### config.mk
export PLATFORM = sky130hd
export DESIGN_NAME = adss_top
export DESIGN_NICKNAME = d
export VERILOG_FILES = /design/src/adss_pkg.sv /design/src/adss_core.sv /design/src/adss_top.sv
export SDC_FILE = /design/constraint.sdc
export NUM_CORES = 1
export LEC_CHECK = 0
export BUFFER_PORTS_ARGS = -buffer_cell sky130_fd_sc_hd__buf_2
export CORE_ASPECT_RATIO = 1.25
export CORE_MARGIN = 2
export CORE_UTILIZATION = 58
export DETAILED_ROUTE_END_ITERATION = 6
export HOLD_SLACK_MARGIN = 0.05
export MAX_ROUTING_LAYER = met4
export PLACE_DENSITY = 0.92
export SYNTH_ARGS = -nofsm -noshare
export SYNTH_HDL_FRONTEND = slang
export SYNTH_SLANG_ARGS = --single-unit
### constraint.sdc
create_clock -name hclk -period 4.28 [get_ports hclk]
set_clock_uncertainty 0.05 [all_clocks]
set_input_delay 0.214 -clock hclk [delete_from_list [all_inputs] [get_ports hclk]]
set_output_delay 0.214 -clock hclk [all_outputs]
set_load 0.05 [all_outputs]
### src/adss_pkg.sv
// Purpose: shared constants and types for the converter setup sequencer
// Assumes: 32-bit AHB-Lite register word per register
// Notes: offsets are byte addresses
package adss_pkg;
  // -------------------------------------------------------------------
  // register offsets
  // -------------------------------------------------------------------
  localparam logic [7:0] CHANSEL_OFF = 8'h00;
  localparam logic [7:0] PINCFG_OFF = 8'h04;
  localparam logic [7:0] P2DIR_OFF = 8'h08;
  localparam logic [7:0] P15DIR_OFF = 8'h0C;
  localparam logic [7:0] MODE_OFF = 8'h10;
  localparam logic [7:0] REFCTL_OFF = 8'h14;
  localparam logic [7:0] RESULT_OFF = 8'h18;
  localparam logic [7:0] STATUS_OFF = 8'h1C;
  localparam logic [7:0] IRQSTAT_OFF = 8'h20;
  localparam logic [7:0] IRQMASK_OFF = 8'h24;
  localparam logic [7:0] PORTDATA_OFF = 8'h28;
  // -------------------------------------------------------------------
  // field positions
  // -------------------------------------------------------------------
  localparam int MODE_CS_BIT = 7;   // conversion start
  localparam int MODE_CE_BIT = 0;   // comparator enable
  localparam int MODE_LVL_BIT = 1;  // voltage mode low
  localparam int MODE_LVH_BIT = 2;  // voltage mode high
  localparam int MODE_FR_LSB = 3;   // time select, 3 bits
  localparam int REF_BOOST_BIT = 0; // input gate boost enable
  localparam int REF_AMP_BIT = 1;   // amplifier in use
  localparam int IRQ_END_BIT = 0;   // conversion end
  localparam int IRQ_ERR_BIT = 1;   // start refused on illegal setup
  localparam int NUM_CH = 8;
  localparam logic [7:0] AMP_CH = 8'h08; // amplifier output channel
  // -------------------------------------------------------------------
  // reset values and timing
  // -------------------------------------------------------------------
  localparam logic [7:0] REG_RST = 8'h00;
  localparam logic [7:0] DIR_RST = 8'hFF;   // all pins input
  localparam int CLK_MHZ = 100;
  localparam int BASE_CONV_CYC = 16;        // cycles per time step
  localparam int OVERHEAD_CYC = 4;          // setup beyond selected time
  localparam logic [1:0] HTRANS_NONSEQ = 2'b10;
  localparam logic [2:0] HSIZE_WORD = 3'b010;

  typedef struct packed {
    logic [2:0] time_sel;
    logic voltage_mode_high;
    logic voltage_mode_low;
  } adss_mode_t;

  typedef enum logic [2:0] {
    ST_IDLE = 3'b001,
    ST_SETUP = 3'b010,
    ST_CONV = 3'b100
  } adss_state_t;
endpackage : adss_pkg

### src/adss_core.sv
// Purpose: conversion timing engine of the sequencer
// Assumes: start is a one-cycle pulse, mode held during conversion
// Notes: result is a deterministic stand-in for the analog sample
`timescale 1ns/100ps
`default_nettype none
module adss_core #(
  parameter int RES_W = 12
) (
  input wire logic hclk,
  input wire logic hresetn,
  input wire logic start,
  input wire adss_pkg::adss_mode_t mode,
  input wire logic [RES_W-1:0] sample,
  output logic busy,
  output logic done,
  output logic [RES_W-1:0] result
);
  import adss_pkg::*;

  adss_state_t state_r, state_nxt;
  logic [9:0] cnt_r, cnt_nxt;
  logic [RES_W-1:0] res_r, res_nxt;
  logic done_r, done_nxt;

  // conversion length from the time-select and voltage-mode fields
  function automatic logic [9:0] conv_len(input adss_mode_t m);
    conv_len = 10'((m.time_sel + 10'd1) * BASE_CONV_CYC
               + {m.voltage_mode_high, m.voltage_mode_low} * BASE_CONV_CYC);
  endfunction : conv_len

  // -------------------------------------------------------------------
  // sequencing
  // -------------------------------------------------------------------
  // next-state: setup phase makes start-to-end longer than the time
  always_comb begin
    state_nxt = state_r;
    cnt_nxt = cnt_r;
    res_nxt = res_r;
    done_nxt = 1'b0;
    case (state_r)
      ST_IDLE: begin
        if (start) begin
          state_nxt = ST_SETUP;
          cnt_nxt = 10'(OVERHEAD_CYC - 1);
        end
      end
      ST_SETUP: begin
        if (cnt_r == 10'd0) begin
          state_nxt = ST_CONV;
          cnt_nxt = conv_len(mode) - 10'd1;
        end else begin
          cnt_nxt = cnt_r - 10'd1;
        end
      end
      ST_CONV: begin
        if (cnt_r == 10'd0) begin
          state_nxt = ST_IDLE;
          res_nxt = sample;
          done_nxt = 1'b1;
        end else begin
          cnt_nxt = cnt_r - 10'd1;
        end
      end
      default: state_nxt = ST_IDLE;
    endcase
  end

  // registers only
  always_ff @(posedge hclk or negedge hresetn) begin
    if (!hresetn) begin
      state_r <= ST_IDLE;
      cnt_r <= 10'd0;
      res_r <= '0;
      done_r <= 1'b0;
    end else begin
      state_r <= state_nxt;
      cnt_r <= cnt_nxt;
      res_r <= res_nxt;
      done_r <= done_nxt;
    end
  end

  assign busy = (state_r != ST_IDLE);
  assign done = done_r;
  assign result = res_r;
endmodule : adss_core
`default_nettype wire

### src/adss_top.sv
// Purpose: AHB-Lite register front and setup checks of the converter
// Assumes: single word transfers, zero wait states
// Notes: analog front end is modelled by the sample inputs
`timescale 1ns/100ps
`default_nettype none
module adss_top #(
  parameter int RES_W = 12
) (
  input wire logic hclk,
  input wire logic hresetn,
  input wire logic hsel,
  input wire logic [31:0] haddr,
  input wire logic [1:0] htrans,
  input wire logic hwrite,
  input wire logic [2:0] hsize,
  input wire logic [31:0] hwdata,
  input wire logic hready,
  output logic [31:0] hrdata,
  output logic hreadyout,
  output logic hresp,
  input wire logic [7:0] pin_level,
  input wire logic [RES_W-1:0] analog_sample,
  output logic irq,
  output logic [7:0] pin_analog_en,
  output logic boost_en
);
  import adss_pkg::*;

  initial begin
    if (RES_W < 1 || RES_W > 32) $error("RES_W must be 1..32");
  end

  // -------------------------------------------------------------------
  // registers
  // -------------------------------------------------------------------
  logic [7:0] channel_select_reg_r, channel_select_reg_nxt;
  logic [7:0] pin_analog_config_reg_r, pin_analog_config_reg_nxt;
  logic [7:0] port2_direction_reg_r, port2_direction_reg_nxt;
  logic [7:0] port15_direction_reg_r, port15_direction_reg_nxt;
  logic [7:0] converter_mode_reg_r, converter_mode_reg_nxt;
  logic [7:0] reference_control_reg_r, reference_control_reg_nxt;
  logic [1:0] irq_stat_r, irq_stat_nxt;
  logic [1:0] irq_mask_r, irq_mask_nxt;
  logic [RES_W-1:0] result_r, result_nxt;
  logic first_discard_r, first_discard_nxt;
  logic [7:0] ph_addr_r;
  logic ph_wr_r;
  logic [31:0] hrdata_r, hrdata_nxt;
  logic irq_r;
  logic [7:0] pin_sync1_r, pin_sync2_r;

  logic core_busy, core_done, start_pulse, start_ok;
  logic [RES_W-1:0] core_result;
  logic addr_take;
  adss_mode_t mode_fields;

  assign mode_fields = '{time_sel: converter_mode_reg_r[MODE_FR_LSB +: 3],
                         voltage_mode_high: converter_mode_reg_r[MODE_LVH_BIT],
                         voltage_mode_low: converter_mode_reg_r[MODE_LVL_BIT]};

  // true where an analog role is available for a channel
  function automatic logic chan_analog(input logic [7:0] ch,
                                       input logic [7:0] cfg,
                                       input logic amp);
    chan_analog = 1'b0;
    if (ch == AMP_CH) chan_analog = amp;
    else if (ch < 8'(NUM_CH)) chan_analog = cfg[ch[2:0]];
  endfunction : chan_analog

  // pin levels come from outside, two flops before use
  always_ff @(posedge hclk or negedge hresetn) begin
    if (!hresetn) begin
      pin_sync1_r <= 8'h00;
      pin_sync2_r <= 8'h00;
    end else begin
      pin_sync1_r <= pin_level;
      pin_sync2_r <= pin_sync1_r;
    end
  end

  // -------------------------------------------------------------------
  // bus address phase
  // -------------------------------------------------------------------
  assign addr_take = hsel && hready && (htrans == HTRANS_NONSEQ);

  always_ff @(posedge hclk or negedge hresetn) begin
    if (!hresetn) begin
      ph_addr_r <= 8'hFF;
      ph_wr_r <= 1'b0;
    end else begin
      ph_addr_r <= addr_take ? haddr[7:0] : 8'hFF;
      ph_wr_r <= addr_take && hwrite;
    end
  end

  // start is allowed only when boost is on for the reduced voltage
  // modes already held in the mode register and the chosen channel really carries an analog input
  // the comparator step may be skipped: enable and start in one write
  assign start_ok = !core_busy
    && (converter_mode_reg_r[MODE_CE_BIT] || hwdata[MODE_CE_BIT])
    && (!(mode_fields.voltage_mode_high ^ mode_fields.voltage_mode_low)
        || reference_control_reg_r[REF_BOOST_BIT])
    && chan_analog(channel_select_reg_r, pin_analog_config_reg_r,
                   reference_control_reg_r[REF_AMP_BIT]);
  assign start_pulse = ph_wr_r && (ph_addr_r == MODE_OFF)
                       && hwdata[MODE_CS_BIT];

  // -------------------------------------------------------------------
  // register write and event next values
  // -------------------------------------------------------------------
  always_comb begin
    channel_select_reg_nxt = channel_select_reg_r;
    pin_analog_config_reg_nxt = pin_analog_config_reg_r;
    port2_direction_reg_nxt = port2_direction_reg_r;
    port15_direction_reg_nxt = port15_direction_reg_r;
    converter_mode_reg_nxt = converter_mode_reg_r;
    reference_control_reg_nxt = reference_control_reg_r;
    irq_mask_nxt = irq_mask_r;
    irq_stat_nxt = irq_stat_r;
    result_nxt = result_r;
    first_discard_nxt = first_discard_r;
    if (ph_wr_r) begin
      case (ph_addr_r)
        CHANSEL_OFF: channel_select_reg_nxt = {4'h0, hwdata[3:0]};
        PINCFG_OFF: pin_analog_config_reg_nxt = hwdata[7:0];
        P2DIR_OFF: port2_direction_reg_nxt = hwdata[7:0];
        P15DIR_OFF: port15_direction_reg_nxt = hwdata[7:0];
        MODE_OFF: begin
          converter_mode_reg_nxt = hwdata[7:0];
          converter_mode_reg_nxt[MODE_CS_BIT] = 1'b0;
          // comparator enabled at start itself: step skipped
          if (hwdata[MODE_CE_BIT] && !converter_mode_reg_r[MODE_CE_BIT]
              && hwdata[MODE_CS_BIT] && start_ok)
            first_discard_nxt = 1'b1;
          if (core_busy) // hold mode fields mid conversion
            converter_mode_reg_nxt = converter_mode_reg_r;
        end
        REFCTL_OFF: begin
          if (!core_busy)
            reference_control_reg_nxt = hwdata[7:0];
        end
        IRQSTAT_OFF: irq_stat_nxt = irq_stat_r & ~hwdata[1:0];
        IRQMASK_OFF: irq_mask_nxt = hwdata[1:0];
        default: irq_mask_nxt = irq_mask_r;
      endcase
    end
    if (start_pulse && !start_ok)
      irq_stat_nxt[IRQ_ERR_BIT] = 1'b1; // set wins over clear
    if (core_done) begin
      if (first_discard_r) begin
        first_discard_nxt = 1'b0;
      end else begin
        result_nxt = core_result;
        irq_stat_nxt[IRQ_END_BIT] = 1'b1;
      end
    end
  end

  always_ff @(posedge hclk or negedge hresetn) begin
    if (!hresetn) begin
      channel_select_reg_r <= REG_RST;
      pin_analog_config_reg_r <= REG_RST;
      port2_direction_reg_r <= DIR_RST;
      port15_direction_reg_r <= DIR_RST;
      converter_mode_reg_r <= REG_RST;
      reference_control_reg_r <= REG_RST;
      irq_stat_r <= 2'b00;
      irq_mask_r <= 2'b00;
      result_r <= '0;
      first_discard_r <= 1'b0;
    end else begin
      channel_select_reg_r <= channel_select_reg_nxt;
      pin_analog_config_reg_r <= pin_analog_config_reg_nxt;
      port2_direction_reg_r <= port2_direction_reg_nxt;
      port15_direction_reg_r <= port15_direction_reg_nxt;
      converter_mode_reg_r <= converter_mode_reg_nxt;
      reference_control_reg_r <= reference_control_reg_nxt;
      irq_stat_r <= irq_stat_nxt;
      irq_mask_r <= irq_mask_nxt;
      result_r <= result_nxt;
      first_discard_r <= first_discard_nxt;
    end
  end

  // -------------------------------------------------------------------
  // read data, latched at the address phase so hrdata is a flop
  // -------------------------------------------------------------------
  always_comb begin
    hrdata_nxt = 32'h0000_0000;
    if (addr_take && !hwrite) begin
      case (haddr[7:0])
        CHANSEL_OFF: hrdata_nxt = {24'h0, channel_select_reg_r};
        PINCFG_OFF: hrdata_nxt = {24'h0, pin_analog_config_reg_r};
        P2DIR_OFF: hrdata_nxt = {24'h0, port2_direction_reg_r};
        P15DIR_OFF: hrdata_nxt = {24'h0, port15_direction_reg_r};
        MODE_OFF: hrdata_nxt = {24'h0, core_busy,
                                converter_mode_reg_r[6:0]};
        REFCTL_OFF: hrdata_nxt = {24'h0, reference_control_reg_r};
        RESULT_OFF: hrdata_nxt = 32'(result_r);
        STATUS_OFF: hrdata_nxt = {30'h0, first_discard_r, core_busy};
        IRQSTAT_OFF: hrdata_nxt = {30'h0, irq_stat_r};
        IRQMASK_OFF: hrdata_nxt = {30'h0, irq_mask_r};
        PORTDATA_OFF: hrdata_nxt = {24'h0,
          pin_sync2_r & ~pin_analog_config_reg_r};
        default: hrdata_nxt = 32'h0000_0000;
      endcase
    end
  end

  always_ff @(posedge hclk or negedge hresetn) begin
    if (!hresetn) begin
      hrdata_r <= 32'h0000_0000;
      irq_r <= 1'b0;
    end else begin
      hrdata_r <= hrdata_nxt;
      irq_r <= |(irq_stat_nxt & irq_mask_nxt);
    end
  end

  // -------------------------------------------------------------------
  // conversion engine
  // -------------------------------------------------------------------
  adss_core #(.RES_W(RES_W)) u_core (
    .hclk(hclk),
    .hresetn(hresetn),
    .start(start_pulse && start_ok),
    .mode(mode_fields),
    .sample(analog_sample),
    .busy(core_busy),
    .done(core_done),
    .result(core_result)
  );

  // analog pin enables and boost are registered copies of the next config values
  logic [7:0] pin_an_r;
  logic boost_r;
  always_ff @(posedge hclk or negedge hresetn) begin
    if (!hresetn) begin
      pin_an_r <= 8'h00;
      boost_r <= 1'b0;
    end else begin
      pin_an_r <= pin_analog_config_reg_nxt;
      boost_r <= reference_control_reg_nxt[REF_BOOST_BIT];
    end
  end

  assign pin_analog_en = pin_an_r;
  assign boost_en = boost_r;
  assign irq = irq_r;
  assign hrdata = hrdata_r;
  assign hreadyout = 1'b1;
  assign hresp = 1'b0;
endmodule : adss_top
`default_nettype wire

==> qor.csv, run 1 <==
stage;metric;value;unit
run_status;outcome;complete, no violations;
power;power.density_cell_area;383;mW/mm²
setup_path;arrival_time_reported_for_the_critical_path_endpoint;3.01;ns
synth;number_of_enable_flip_flop_cells_after_synthesis;0;
layout;syn2layout_area_growth;19.7;%
clocking;cts.root.buffer_cell;sky130_fd_sc_hd__clkbuf_16;
floorplan;floorplan.rows;41;
synth;syn_area;0.00597;mm²
sta;tightestPinTransition;0.883;ns
floorplan;chipWidth;94.7;µm
synth;synth.distinct_cells;64;
power;power.static_leakage;3.13;nW
clocking;ctsHtreeMaxLevel;4;
clocking;insertion_delay_of_the_later_clocked_pin_in_the_worst_skew_pair;0.42;ns
detailed_routing;first_pass_iters;6;
grt;pin_count_of_the_biggest_net_entering_global_routing;50;
floorplan;core_box_area;0.0101;mm²
synth;netlist_instances;538;
grt;track_usage;29.0;%
sta;rsz0062_at_grt;false;
grt;antenna_found_initial;0;
synth;ff_latch_count_synth;124;
sta;final-hold-violation-count;0;
grt;overall_overflow_remaining_after_global_route;0;
clocking;clk_transition_reported_paths;0.06;ns
clocking;cts.path.max_buffers;2;
sta;worst_slew_margin_rel;40.8;%
detailed_routing;drt_first_iter_violations;523;
clocking;postCtsSetupBuffers;0;
floorplan;start_util;59.4;%
detailed_routing;dr_total_vias;4694;
layout;leading_cell_type_in_the_layout_fill_and_taps_excluded;sky130_fd_sc_hd__dfrtp_1;
layout;antenna-diode-count;0;
synth;synth-main-ff-cell;sky130_fd_sc_hd__dfrtp_1;
sta;slew_viol_final;0;
detailed_routing;post_drt_wl_per_cell;19.1;µm
placed_design;detailed_place_hpwl;9610;µm
placed_design;numPortBuffers;64;
synth;yosys_warnings;0;
clocking;tritoncts;yes;
job;max-cap-violations;0;
setup_path;worstPathRequired;4.59;ns
sta;timing.fmax;371;MHz
min_path;min_path_type;in -> reg;
detailed_routing;drcViolationCount;0;
synth;syn_area_per_cell;11.1;µm²
floorplan;die_area;0.0111;mm²
synth;postSynth.asyncResetShare;100;%
clocking;cts_sinks;124;
setup_path;worst_setup_path_end_kind;register;
placed_design;place_congestion;0.915;
setup_path;criticalPathCategory;reg -> reg;
layout;postLayoutCoreUtil;71.1;%
synth;fraction_of_the_yosys_area_taken_by_sequential_cells;52.5;%
sta;final.min_clock_period;2.70;ns
setup_path;timing.critical_path.from_type;register;
layout;final_layout_size_suffix_gt1_share;32.7;%
detailed_routing;drt.antenna.violating_nets;0;
sta;part_of_the_cycle_the_worst_path_needs;63.0;%
clocking;cts_buffers;17;
detailed_routing;routed_wl;14800;µm
grt;grt_first_pass_wirelength;24100;µm
sta;finalSetupViolCount;0;
power;irDropWorstVdd;0.000331;V
detailed_routing;vias_per_cell;6.06;
layout;final_nets;736;
floorplan;pin_count;138;
layout;layout_common_cells;sky130_fd_sc_hd__dfrtp_1 (99), sky130_fd_sc_hd__nand2_1 (65), sky130_fd_sc_hd__buf_2 (63), sky130_fd_sc_hd__mux2_2 (61), sky130_fd_sc_hd__dlygate4sd3_1 (27);
floorplan;die-height;117;µm
layout;layout.filler_cells;687;
sta;timing.setup.tns;0;ns
setup_path;crit_path_max_fanout;13;
grt;first_global_vias;4737;
-- final cells by class --
cell class / instances / area, µm² / share of cell area [%]
tap: 129 / 161 / 2.26
sequential: 124 / 3130 / 43.9
multi-input combinational: 378 / 2610 / 36.5
clock buffer: 17 / 425 / 5.95
inverter: 17 / 63.8 / 0.893
clock inverter: 15 / 130 / 1.82
timing repair buffer: 95 / 623 / 8.72
-- timing repair --
action | in CTS | in global routing
hold buffers | 27 | 0
gates resized for setup | 0 | 0
endpoints found under the hold margin | 53 | 0
-- final timing paths --
path / start / to / slack (ns) / cells past startpoint
worst max-delay path: u_core.cnt_r[7]$_DFFE_PN0P_ / u_core.result[1]$_DFFE_PN0P_ / 1.58 / 6
worst min-delay path: hwdata[5] / reference_control_reg_r[5]$_DFFE_PN0P_ / 0.06 / 2
worst max register to register: u_core.cnt_r[7]$_DFFE_PN0P_ / u_core.result[1]$_DFFE_PN0P_ / 1.58 / 6
worst min register to register: pin_sync1_r[2]$_DFF_PN0_ / pin_sync2_r[2]$_DFF_PN0_ / 0.30 / 0
max in group asynchronous: hresetn / pin_sync1_r[7]$_DFF_PN0_ / 3.00 / 3
min in group asynchronous: hresetn / result_r[10]$_DFFE_PN0P_ / 0.23 / 2
-- per-layer routing --
metal	GRT usage [%]	vias to the layer above	wire length [µm]
met5	-	-	0
met2	43.9	248	7310
li1	-	2074	-
met4	15.9	0	827
met3	7.06	82	1050
met1	35.7	2290	5620
-- Yosys cell counts (9+ instances only) --
library cell	count	area, µm²
sky130_fd_sc_hd__a21oi_1	18	90.1
sky130_fd_sc_hd__a31oi_1	10	62.6
sky130_fd_sc_hd__buf_4	23	173
sky130_fd_sc_hd__clkbuf_1	10	37.5
sky130_fd_sc_hd__dfrtp_1	99	2480
sky130_fd_sc_hd__dfstp_2	25	657
sky130_fd_sc_hd__inv_1	15	56.3
sky130_fd_sc_hd__mux2_2	61	687
sky130_fd_sc_hd__mux2i_1	10	100
sky130_fd_sc_hd__nand2_1	65	244
sky130_fd_sc_hd__nand3_1	17	85.1
sky130_fd_sc_hd__nor2_1	18	67.6
sky130_fd_sc_hd__nor3_1	16	80.1
sky130_fd_sc_hd__nor3b_1	10	75.1
sky130_fd_sc_hd__o21ai_0	9	45.0
-- where the power goes --
| group | switching, W | internal, W | total (W) | leakage (nW) |
|---|---|---|---|---|
| clock | 0.000579 | 0.000757 | 0.00134 | 0.264 |
| combinational | 0.000128 | 0.0000561 | 0.000184 | 1.42 |
| sequential | 0.0000153 | 0.00120 | 0.00121 | 1.45 |
-- stage by stage --
stage	instance area [µm²]	hold slack [ns]	power (W)	worst slack [ns]	std cells
after floorplan	6040	-0.132	0.00134	2.08	558
after global placement	6320	0.0926	0.00139	1.66	716
after detailed placement	6320	0.103	0.00139	1.65	716
after CTS	7150	0.0557	0.00273	1.62	775
after global routing	7150	0.0625	0.00282	1.38	775
final	7150	0.0562	0.00273	1.58	775
-- sequential cells by signal, indices dropped and copies added, names as in the netlist, 7 cells and up --
name and cells:
hrdata 12, port2_direction_reg_r 8, pin_sync1_r 8, reference_control_reg_r 8, pin_analog_en 8, result_r 12, u_core.result 12, pin_sync2_r 8
u_core.cnt_r 10, ph_addr_r 8, converter_mode_reg_r 7, port15_direction_reg_r 8
-- critical path, cell delays in order, from the launching register on --
cell	delay, ns
sky130_fd_sc_hd__dfrtp_1	0.46
sky130_fd_sc_hd__nor3_2	0.39
sky130_fd_sc_hd__nand4_1	0.49
sky130_fd_sc_hd__or3_1	0.74
sky130_fd_sc_hd__inv_2	0.30
sky130_fd_sc_hd__nand2_1	0.13
sky130_fd_sc_hd__nand2_1	0.08
-- cell families (layout without fill, tap and decap cells) --
family	count (synthesis)	in the layout	synth area share (%)
buf+inv	56	144	5.05
flops	124	124	52.5
simple gates	187	187	16.9
mux	71	71	13.2
fa+ha+maj	9	9	2.01
xor+xnor	4	4	0.587
compound gates	85	85	9.62
other cells	2	22	0.126
Power figures use the tool's default switching activity.
==> run 2, diff against run 1 <==
Settings changed: CORE_UTILIZATION 58 to 49, PLACE_DENSITY 0.92 to 0.84.
Clock period 4.28 ns to 2.4 ns, I/O delays scaled along.
==> run 2 against run 1 <==
Register-to-register slack got worse by 1.5 ns. Global-route usage shrank 3.8 points. Critical path depth increased by 5. Utilization shrank 8.6 points. Sequential power rose by 79%. Count of clock-buffer cells in the layout unchanged. Die area up 18%. Sequential cell count unchanged. Critical path type unchanged. Largest power group unchanged.
==> qor.csv, run 2 (synthesis results as in run 1) <==
stage;metric;value;unit
layout;layoutNonFillerInstCount;838;
min_path;holdCritStartpoint;htrans[0];
grt;grt_first_pass_wirelength;24400;µm
floorplan;core_box_area;0.0120;mm²
floorplan;floorplan.rows;45;
job;max-cap-violations;0;
setup_path;arrival_time_reported_for_the_critical_path_endpoint;2.60;ns
clocking;ctsHtreeMaxLevel;4;
layout;antenna-diode-count;0;
sta;worst_slew_margin_rel;57.0;%
setup_path;crit_path_top_delay_cell;sky130_fd_sc_hd__fa_1;
floorplan;start_util;49.8;%
run_status;outcome;complete, no violations;
grt;track_usage;25.3;%
power;power.internal;0.00390;W
power;power.density_cell_area;690;mW/mm²
min_path;min_path_type;in -> reg;
floorplan;chipWidth;103;µm
sta;worst_slack;0.0943;ns
clocking;postCtsSetupBuffers;0;
setup_path;criticalPathCategory;reg -> reg;
sta;finalSetupViolCount;0;
detailed_routing;drcViolationCount;0;
power;power.switching_fraction;24.6;%
sta;final-hold-violation-count;0;
sta;tightestPinTransition;0.640;ns
setup_path;worst_setup_path_end_kind;register;
sta;part_of_the_cycle_the_worst_path_needs;96.1;%
setup_path;critPathBufInv;3;
layout;final_nets;764;
setup_path;crit_path_max_fanout;2;
floorplan;pin_count;138;
detailed_routing;post_drt_wl_per_cell;18.1;µm
layout;syn2layout_area_growth;25.5;%
detailed_routing;drt_first_iter_violations;392;
setup_path;crit_path_max_incr_delay;0.41;ns
sta;final.min_clock_period;2.31;ns
detailed_routing;drt.antenna.violating_nets;0;
clocking;clk_transition_reported_paths;0.06;ns
grt;overall_overflow_remaining_after_global_route;0;
power;power.static_leakage;3.29;nW
sta;timing.setup.tns;0;ns
grt;antenna_found_initial;0;
sta;slew_viol_final;0;
clocking;tritoncts;yes;
grt;first_global_vias;4843;
layout;leading_cell_type_in_the_layout_fill_and_taps_excluded;sky130_fd_sc_hd__dfrtp_1;
clocking;cts.root.buffer_cell;sky130_fd_sc_hd__clkbuf_16;
detailed_routing;routed_wl;15200;µm
setup_path;timing.critical_path.max_delay_family;adder cells;
layout;postLayoutCoreUtil;62.5;%
setup_path;crit_chain;ha_1 > inv_1 > ha_1 > inv_1 > ha_1 > inv_1 > fa_1 > xnor2_1 > nor3_1 > a31oi_1 > o211ai_1;
clocking;cts_sinks;124;
placed_design;pre_cts_ws;0.0985;ns
placed_design;detailed_place_hpwl;10200;µm
floorplan;die_area;0.0131;mm²
placed_design;place_congestion;0.940;
setup_path;setup.worst_path.start;converter_mode_reg_r[3]$_DFFE_PN0P_;
power;clockPowerShare;51.4;%
sta;hold_slack;0.106;ns
clocking;insertion_delay_of_the_later_clocked_pin_in_the_worst_skew_pair;0.42;ns
layout;layout_common_cells;sky130_fd_sc_hd__dfrtp_1 (99), sky130_fd_sc_hd__nand2_1 (65), sky130_fd_sc_hd__buf_2 (63), sky130_fd_sc_hd__mux2_2 (61), sky130_fd_sc_hd__dlygate4sd3_1 (35);
sta;rsz0062_at_grt;true;
detailed_routing;vias_per_cell;5.67;
placed_design;number_of_placed_cells_counting_well_taps;771;
clocking;cts_buffers;17;
setup_path;timing.critical_path.from_type;register;
detailed_routing;first_pass_iters;5;
power;irDropWorstVdd;0.000491;V
setup_path;worstPathRequired;2.69;ns
floorplan;die-height;127;µm
power;comb_power_share;6.7;%
placed_design;numPortBuffers;64;
setup_path;r2r_start;converter_mode_reg_r[3]$_DFFE_PN0P_;
sta;timing.fmax;434;MHz
grt;pin_count_of_the_biggest_net_entering_global_routing;45;
layout;final_layout_size_suffix_gt1_share;34.3;%
clocking;cts.path.max_buffers;2;
power;net_load_switching_power;0.00127;W
power;seq_power_share;41.9;%
detailed_routing;dr_total_vias;4750;
[run 2: changes by cell type in the layout (fill, tap and decap cells not counted), moves of 3 or more]
cell	previous run	this run
sky130_fd_sc_hd__buf_4	5	24
sky130_fd_sc_hd__bufinv_16	0	3
sky130_fd_sc_hd__clkinv_4	5	2
sky130_fd_sc_hd__dlygate4sd3_1	27	35
[run 2: layer usage]
metal,GRT usage [%],vias to the layer above,wire [µm]
met4,13.4,0,631
met3,4.92,67,884
met5,-,-,0
li1,-,2132,-
met1,29.8,2324,5970
met2,40.7,227,7680
[run 2: power groups by stage]
| stage | combinational [W] | clock, W | sequential, W |
|---|---|---|---|
| 4_1_cts | 0.000344 | 0.00268 | 0.00216 |
| 3_5_place_dp | 0.000298 | 0 | 0.00220 |
| 2_1_floorplan | 0.000172 | 0 | 0.00222 |
| 6_report | 0.000346 | 0.00266 | 0.00217 |
| 3_3_place_gp | 0.000291 | 0 | 0.00220 |
| 5_1_grt | 0.000372 | 0.00277 | 0.00217 |
[run 2: path summary, 6_finish.rpt]
path | to | slack (ns) | cells after the start
min in group asynchronous | ph_wr_r$_DFF_PN0_ | 0.18 | 2
max in group asynchronous | ph_addr_r[0]$_DFF_PN1_ | 1.36 | 3
min reg2reg | pin_sync2_r[6]$_DFF_PN0_ | 0.30 | 0
min | ph_wr_r$_DFF_PN0_ | 0.11 | 4
max reg2reg | u_core.cnt_r[7]$_DFFE_PN0P_ | 0.09 | 11
max | u_core.cnt_r[7]$_DFFE_PN0P_ | 0.09 | 11
[run 2: area by class of cell]
| type | count | area [µm²] |
|---|---|---|
| flip-flops and latches | 124 | 3130 |
| multi-input cells | 378 | 2610 |
| well taps | 164 | 205 |
| clock buffers | 17 | 425 |
| repair buffers | 123 | 866 |
| inverters | 17 | 63.8 |
| fillers | 892 | 4500 |
| clock inverters | 15 | 186 |
[run 2: tightest hold or removal path, delay by kind of cell]
kind / cells / cell delay, ns
buf+inv: 2 / 0.24
simple gates: 2 / 0.18
[run 2: through the flow]
step	instance area, µm²	total power (W)
after CTS	7490	0.00519
after detailed placement	6530	0.00250
final	7490	0.00517
after global placement	6530	0.00249
after floorplan	6040	0.00239
after global routing	7490	0.00531
[run 2: repair_timing]
item	CTS	global route
hold endpoints to repair	98	0
setup endpoints to repair	0	5
hold buffers	35	0
gates resized for setup	0	1
